### src/lpcg_consts.svh
// constants for the low-power clock gating sequencer
`ifndef LPCG_CONSTS_SVH
`define LPCG_CONSTS_SVH
`define LPCG_ADDR_W        24
`define LPCG_FC_SUPER_DATA 3'h5
`define LPCG_CYC_16        3'h3
`define LPCG_CYC_8         3'h4
`define LPCG_CNT_W         3
`define LPCG_STABLE_CYC    8'h10
`endif

### src/lpcg_pkg.sv
// types for the low-power clock gating sequencer
package lpcg_pkg;
    typedef enum logic [1:0] {LPCG_RUN, LPCG_COUNT, LPCG_HALTED, LPCG_WAKE} lpcg_gate_e;
    typedef enum logic [2:0] {LPCG_P_USER, LPCG_P_SUPER, LPCG_P_STOPPING, LPCG_P_ASLEEP,
                              LPCG_P_RELEASE} lpcg_proc_e;
endpackage

### src/lpcg_link_if.sv
// link between the processor end and the clock gating end
`timescale 1ns/10ps
interface lpcg_link_if;
    logic [23:0] address_outputs;
    logic        rw;
    logic [2:0]  function_code_outputs;
    logic        bus_cycle_end;
    logic        clk_en;
    logic [2:0]  buffered_irq_level_lines;
    logic        restart;
    logic        bus_request_in;
    logic        bus_grant;
    logic        bus_8bit;
    modport proc (output address_outputs, rw, function_code_outputs, bus_cycle_end,
                  buffered_irq_level_lines, bus_grant,
                  input clk_en, restart, bus_request_in, bus_8bit);
    modport gate (input address_outputs, rw, function_code_outputs, bus_cycle_end,
                  buffered_irq_level_lines, bus_grant,
                  output clk_en, restart, bus_request_in, bus_8bit);
endinterface

### src/lpcg_proc_end.sv
// processor end: supervisor entry, halt, bus release, wake
`timescale 1ns/10ps
`include "lpcg_consts.svh"
module lpcg_proc_end (
    input  wire logic        clk,          // system clock
    input  wire logic        reset_n,      // async reset, low active
    lpcg_link_if.proc        lnk,          // link to gating logic
    input  wire logic        sw_trap,      // software exception request
    input  wire logic        sw_write_lp,  // write to low-power address
    input  wire logic [23:0] lp_addr,      // chosen low-power address
    input  wire logic [2:0]  wake_level,   // programmed wake level
    input  wire logic [2:0]  irq_level,    // pending interrupt level
    input  wire logic        mode_8bit,    // static width select
    output logic             supervisor,   // supervisor mode flag
    output logic             asleep,       // low-power state flag
    output logic             bus_floated   // outputs released
);
    lpcg_pkg::lpcg_proc_e st_q, st_d;
    logic       rst1_q, rst2_q;
    logic [1:0] cyc_q;
    logic       wake_seen_q;
    wire        run = lnk.clk_en;
    wire        last_fetch = (cyc_q == (mode_8bit ? 2'h3 : 2'h2));
    always_ff @(posedge clk or negedge reset_n) begin
        if (!reset_n) begin
            rst1_q <= 1'b0;
            rst2_q <= 1'b0;
        end else begin
            rst1_q <= lnk.restart;
            rst2_q <= rst1_q;
        end
    end
    always_comb begin
        st_d = st_q;
        case (st_q)
            lpcg_pkg::LPCG_P_USER:     if (sw_trap) st_d = lpcg_pkg::LPCG_P_SUPER;
            lpcg_pkg::LPCG_P_SUPER:    if (sw_write_lp) st_d = lpcg_pkg::LPCG_P_STOPPING;
            lpcg_pkg::LPCG_P_STOPPING: if (!run) st_d = lpcg_pkg::LPCG_P_ASLEEP;
            lpcg_pkg::LPCG_P_ASLEEP:   if (rst2_q && run && wake_seen_q)
                                           st_d = lpcg_pkg::LPCG_P_RELEASE;
            lpcg_pkg::LPCG_P_RELEASE:  if (!lnk.bus_request_in) st_d = lpcg_pkg::LPCG_P_SUPER;
            default:                   st_d = lpcg_pkg::LPCG_P_USER;
        endcase
    end
    always_ff @(posedge clk or negedge reset_n) begin
        if (!reset_n) begin
            st_q                      <= lpcg_pkg::LPCG_P_USER;
            cyc_q                     <= 2'h0;
            wake_seen_q               <= 1'b0;
            lnk.address_outputs       <= 24'h000000;
            lnk.rw                    <= 1'b1;
            lnk.function_code_outputs <= 3'h0;
            lnk.bus_cycle_end         <= 1'b0;
            lnk.bus_grant             <= 1'b0;
            lnk.buffered_irq_level_lines <= 3'h0;
            supervisor                <= 1'b0;
            asleep                    <= 1'b0;
            bus_floated               <= 1'b0;
        end else begin
            st_q <= st_d;
            lnk.buffered_irq_level_lines <= irq_level;
            if (st_q == lpcg_pkg::LPCG_P_ASLEEP && irq_level == wake_level)
                wake_seen_q <= 1'b1;
            else if (st_q != lpcg_pkg::LPCG_P_ASLEEP)
                wake_seen_q <= 1'b0;
            supervisor  <= (st_d != lpcg_pkg::LPCG_P_USER);
            asleep      <= (st_d == lpcg_pkg::LPCG_P_ASLEEP);
            lnk.bus_cycle_end <= 1'b0;
            if (run) begin
                if (st_q == lpcg_pkg::LPCG_P_SUPER && sw_write_lp) begin
                    lnk.address_outputs       <= lp_addr;
                    lnk.rw                    <= 1'b0;
                    lnk.function_code_outputs <= `LPCG_FC_SUPER_DATA;
                    lnk.bus_cycle_end         <= 1'b1;
                    cyc_q                     <= 2'h0;
                end else if (st_q == lpcg_pkg::LPCG_P_STOPPING && !last_fetch) begin
                    lnk.rw                    <= 1'b1;
                    lnk.function_code_outputs <= 3'h6;
                    lnk.bus_cycle_end         <= 1'b1;
                    cyc_q                     <= cyc_q + 2'h1;
                end
            end
            if (lnk.bus_request_in && st_q == lpcg_pkg::LPCG_P_STOPPING) begin
                lnk.bus_grant <= 1'b1;
                bus_floated   <= 1'b1;
            end else if (!lnk.bus_request_in) begin
                lnk.bus_grant <= 1'b0;
                bus_floated   <= 1'b0;
            end
        end
    end
endmodule

### src/flat_wrapper.sv
// flat-port wrapper written by rule: the top's interface ports become plain ports
module lpcg_proc_end_flat 
  (clk, reset_n, sw_trap, sw_write_lp, lp_addr, wake_level, irq_level, mode_8bit, supervisor, asleep, bus_floated, lnk_address_outputs, lnk_rw, lnk_function_code_outputs, lnk_bus_cycle_end, lnk_buffered_irq_level_lines, lnk_bus_grant, lnk_clk_en, lnk_restart, lnk_bus_request_in, lnk_bus_8bit);
  lpcg_link_if lnk_i ();
  input  wire logic clk;
  input  wire logic reset_n;
  input  wire logic sw_trap;
  input  wire logic sw_write_lp;
  input  wire logic [23:0] lp_addr;
  input  wire logic [2:0] wake_level;
  input  wire logic [2:0] irq_level;
  input  wire logic mode_8bit;
  output logic supervisor;
  output logic asleep;
  output logic bus_floated;
  output wire logic [$bits(lnk_i.address_outputs)-1:0] lnk_address_outputs;
  output wire logic [$bits(lnk_i.rw)-1:0] lnk_rw;
  output wire logic [$bits(lnk_i.function_code_outputs)-1:0] lnk_function_code_outputs;
  output wire logic [$bits(lnk_i.bus_cycle_end)-1:0] lnk_bus_cycle_end;
  output wire logic [$bits(lnk_i.buffered_irq_level_lines)-1:0] lnk_buffered_irq_level_lines;
  output wire logic [$bits(lnk_i.bus_grant)-1:0] lnk_bus_grant;
  input wire logic [$bits(lnk_i.clk_en)-1:0] lnk_clk_en;
  input wire logic [$bits(lnk_i.restart)-1:0] lnk_restart;
  input wire logic [$bits(lnk_i.bus_request_in)-1:0] lnk_bus_request_in;
  input wire logic [$bits(lnk_i.bus_8bit)-1:0] lnk_bus_8bit;
  assign lnk_address_outputs = lnk_i.address_outputs;
  assign lnk_rw = lnk_i.rw;
  assign lnk_function_code_outputs = lnk_i.function_code_outputs;
  assign lnk_bus_cycle_end = lnk_i.bus_cycle_end;
  assign lnk_buffered_irq_level_lines = lnk_i.buffered_irq_level_lines;
  assign lnk_bus_grant = lnk_i.bus_grant;
  assign lnk_i.clk_en = lnk_clk_en;
  assign lnk_i.restart = lnk_restart;
  assign lnk_i.bus_request_in = lnk_bus_request_in;
  assign lnk_i.bus_8bit = lnk_bus_8bit;
  lpcg_proc_end u_core (.clk(clk), .reset_n(reset_n), .lnk(lnk_i), .sw_trap(sw_trap), .sw_write_lp(sw_write_lp), .lp_addr(lp_addr), .wake_level(wake_level), .irq_level(irq_level), .mode_8bit(mode_8bit), .supervisor(supervisor), .asleep(asleep), .bus_floated(bus_floated));
endmodule
### config.mk
export PLATFORM = sky130hd
export DESIGN_NAME = lpcg_proc_end_flat
export DESIGN_NICKNAME = d
export VERILOG_FILES = /design/src/lpcg_pkg.sv /design/src/lpcg_link_if.sv /design/src/lpcg_proc_end.sv /design/src/flat_wrapper.sv
export VERILOG_INCLUDE_DIRS = /design/src
export SDC_FILE = /design/constraint.sdc
export NUM_CORES = 1
export LEC_CHECK = 0
export BUFFER_PORTS_ARGS = -buffer_cell sky130_fd_sc_hd__buf_4
export CAP_MARGIN = 20
export CORE_MARGIN = 2
export CORE_UTILIZATION = 49
export CTS_BUF_LIST = sky130_fd_sc_hd__clkbuf_4
export DETAILED_ROUTE_END_ITERATION = 16
export MAX_ROUTING_LAYER = met4
export PLACE_DENSITY = 0.81
export SETUP_SLACK_MARGIN = 0.3
export SYNTH_ARGS = -nofsm -noshare
export SYNTH_HDL_FRONTEND = slang
export SYNTH_SLANG_ARGS = --single-unit
export TNS_END_PERCENT = 50
### constraint.sdc
create_clock -name clk -period 1.7 [get_ports clk]
set_input_delay 0.255 -clock clk [delete_from_list [all_inputs] [get_ports clk]]
set_output_delay 0.255 -clock clk [all_outputs]
set_load 0.005 [all_outputs]
==> out/qor.txt <==
PwrDens = 1510 nW/µm²
Netlist cell types = 35
final net count = 246
hold path start = irq_level[1]
period utilization = 0.846
buffer and inverter count on the worst path = 1
Fin. Hold Viols = 0
main area contributors after synthesis = dfrtp_1 (58%), mux2_4 (15%), mux2_2 (3.7%)
commonest non-fill, non-tap cell in the layout = buf_4
Syn Area/Cell = 15.2 µm²
setup TNS = 0 ns
vias per cell = 5.07
CTS tree = built
synthesis-to-finish area growth = 39.0%
DP HPWL = 2.61 mm
port bufs = 73
Critical Path Fanout Max = 5
Crit Path Class = register to register
area leader, netlist = dfrtp_1
FP Rows = 22
die height = 65.0 µm
layout cells sized above 1 = 0.587
routability-driven placement congestion ratio = 0.699
status = completed
Area after DPL = 2370 µm²
sequential-to-total area share from yosys stat = 0.590
largest net degree at the start of global routing = 44
GRT Overall Usage = 0.206
CP top delay family = flip-flops
Min-Delay Path Class = input port to register
ANT cells = 0
most frequent cells in the layout = buf_4 (81), dfrtp_1 (42), mux2_4 (18)
clock transition at the registers of the reported paths = 0.11 ns
H-Tree Depth = 2
Synth async-reset ratio = 1.00
Max-slew headroom = 0.659
Post-synth EDFFs = 0
max cap viols = 0
Final Critical Period = 1.44 ns
Post-Syn Instances = 120
Clk Tree Root Cell = clkbuf_4
worst path cell trace = nor2b_4 -> and3_4 -> buf_4 -> mux2_4
DRC errors left = 0
CP startpoint kind = register
worst clock skew = 0.00609 ns
Final setup viols = 0
number of cells on the critical path = 4
R2R setup slack = 0.26 ns
WL/cell = 15.4 µm
area of the mapped netlist = 1830 µm²
WP data required = 1.92 ns
critical path arrival = 1.66 ns
Slowest-stage cell, CP = dfrtp_1
initial antenna violation count = 0
R2R depth = 4
post-route design area = 2540 µm²
RR Endpoint = u_core.lnk.address_outputs[8]$_DFFE_PN0P_
WHS Path Cells = 1
Worst Setup End Kind = register
max-slew violation count = 0
Ys Warns = 0
core area = 3630 µm²
Die Width = 65.0 µm
TritonRoute pass-1 iters = 4
CTS Buffer Depth = 2
ys flop type = dfrtp_1
top-area cell type share of the netlist area = 0.576
Overflow after GRT = 0
clock sinks = 43
ANT nets after route = 0
WL final = 3.95 mm
Yosys reg bits = 43
RR Startpoint = u_core.st_q[1]$_DFF_PN0_
Synth Net Count = 159
Worst Tran Pin Value = 0.511 ns
highest clock rate = 695 MHz
Leak = 1.23 nW
worst vdd ir = 0.658 mV
DR vias = 1299
WHS = 0.0443 ns
first-pass GRT wire length = 6.46 mm
Initial Utilization = 0.502
vias in the first global route = 1330
I/O pin total = 75
TritonCTS Buffers = 5
Clk Latency, worst-skew pair = 0.33 ns
RSZ-0062 raised after global routing = true
max incr delay on CP = 0.45 ns
die area = 4230 µm²
Worst Hold Path EP = u_core.lnk.buffered_irq_level_lines[1]$_DFF_PN0_
initial drt markers = 72
[logic make-up (layout without fill, tap and decap cells)]
group | count (synthesis) | after routing | share of synthesized area
AOI/OAI and AO/OA | 16 | 16 | 0.0720
xor gates and xnor gates | 4 | 4 | 0.0192
buffers and inverters | 8 | 95 | 0.0514
DFF | 43 | 43 | 0.590
muxes | 24 | 24 | 0.185
and+or+nand+nor | 25 | 26 | 0.0822
[routing by layer]
metal	share of wire	routed length, µm	track usage	up-vias
li1	-	-	-	609
met1	0.37	1460	0.225	629
met2	0.55	2190	0.371	53
met3	0.056	222	0.0503	8
met4	0.018	71	0.0625	0
met5	0	0	-	-
[state kept, by name, indices dropped and copies added (netlist names), 2 cells and up]
register and count:
u_core.lnk.address_outputs 24, u_core.cyc_q 2, u_core.lnk.function_code_outputs 3, u_core.st_q 3, u_core.lnk.buffered_irq_level_lines 3
[Yosys cell counts (3+ instances only)]
| cell | n |
|---|---|
| nand3_1 | 4 |
| xnor2_1 | 4 |
| dfrtp_1 | 42 |
| mux2_4 | 18 |
| a21oi_1 | 3 |
| buf_12 | 3 |
| nor2_1 | 5 |
| mux2_2 | 6 |
| nand2_1 | 4 |
[report_power, final]
part           switching, W  internal (W)  leakage, nW
sequential         0.000261       0.00143        0.515
combinational      0.000589       0.00110        0.681
clock              0.000284      0.000170       0.0307
total               0.00113       0.00269         1.23
[worst max-delay path by stage]
stage,from,end,slack [ns]
floorplan,u_core.st_q[2]$_DFF_PN0_,u_core.lnk.address_outputs[0]$_DFFE_PN0P_,0.24
global placement,sw_write_lp,u_core.lnk.address_outputs[22]$_DFFE_PN0P_,0.14
detailed placement,sw_write_lp,u_core.lnk.address_outputs[17]$_DFFE_PN0P_,0.1
CTS,u_core.st_q[1]$_DFF_PN0_,u_core.lnk.address_outputs[6]$_DFFE_PN0P_,0.30
global route,u_core.st_q[1]$_DFF_PN0_,u_core.lnk.address_outputs[19]$_DFFE_PN0P_,0.24
finish,u_core.st_q[1]$_DFF_PN0_,u_core.lnk.address_outputs[8]$_DFFE_PN0P_,0.26
[what timing repair did]
action	CTS	global route
cloned	1	0
setup buffers	6	2
pin swaps	2	1
hold endpoints to repair	42	1
gates resized for setup	5	0
hold buffers	1	1
endpoints found under the setup margin	25	27
[area by class of cell]
class	count	area, µm²
clock inverter	2	7.51
sequential	43	1080
tap	48	60.1
timing repair buffer	86	671
clock buffer	6	45.0
multi-input combinational	70	673
inverter	1	3.75
fill	279	1100
[stage by stage]
stage	total power, W	utilization	instances	worst slack [ns]
finish	0.00383	0.698	256	0.261
global route	0.00408	0.698	256	0.240
CTS	0.00383	0.691	253	0.302
detailed placement	0.00327	0.651	237	0.0977
global placement	0.00319	0.651	237	0.139
floorplan	0.00251	-	120	0.243
[worst register-to-register path: stages (launching register included)]
cell and delay, ns:
dfrtp_1 0.45, nor2b_4 0.18, and3_4 0.23, buf_4 0.17, mux2_4 0.31
Power figures use the tool's default switching activity.
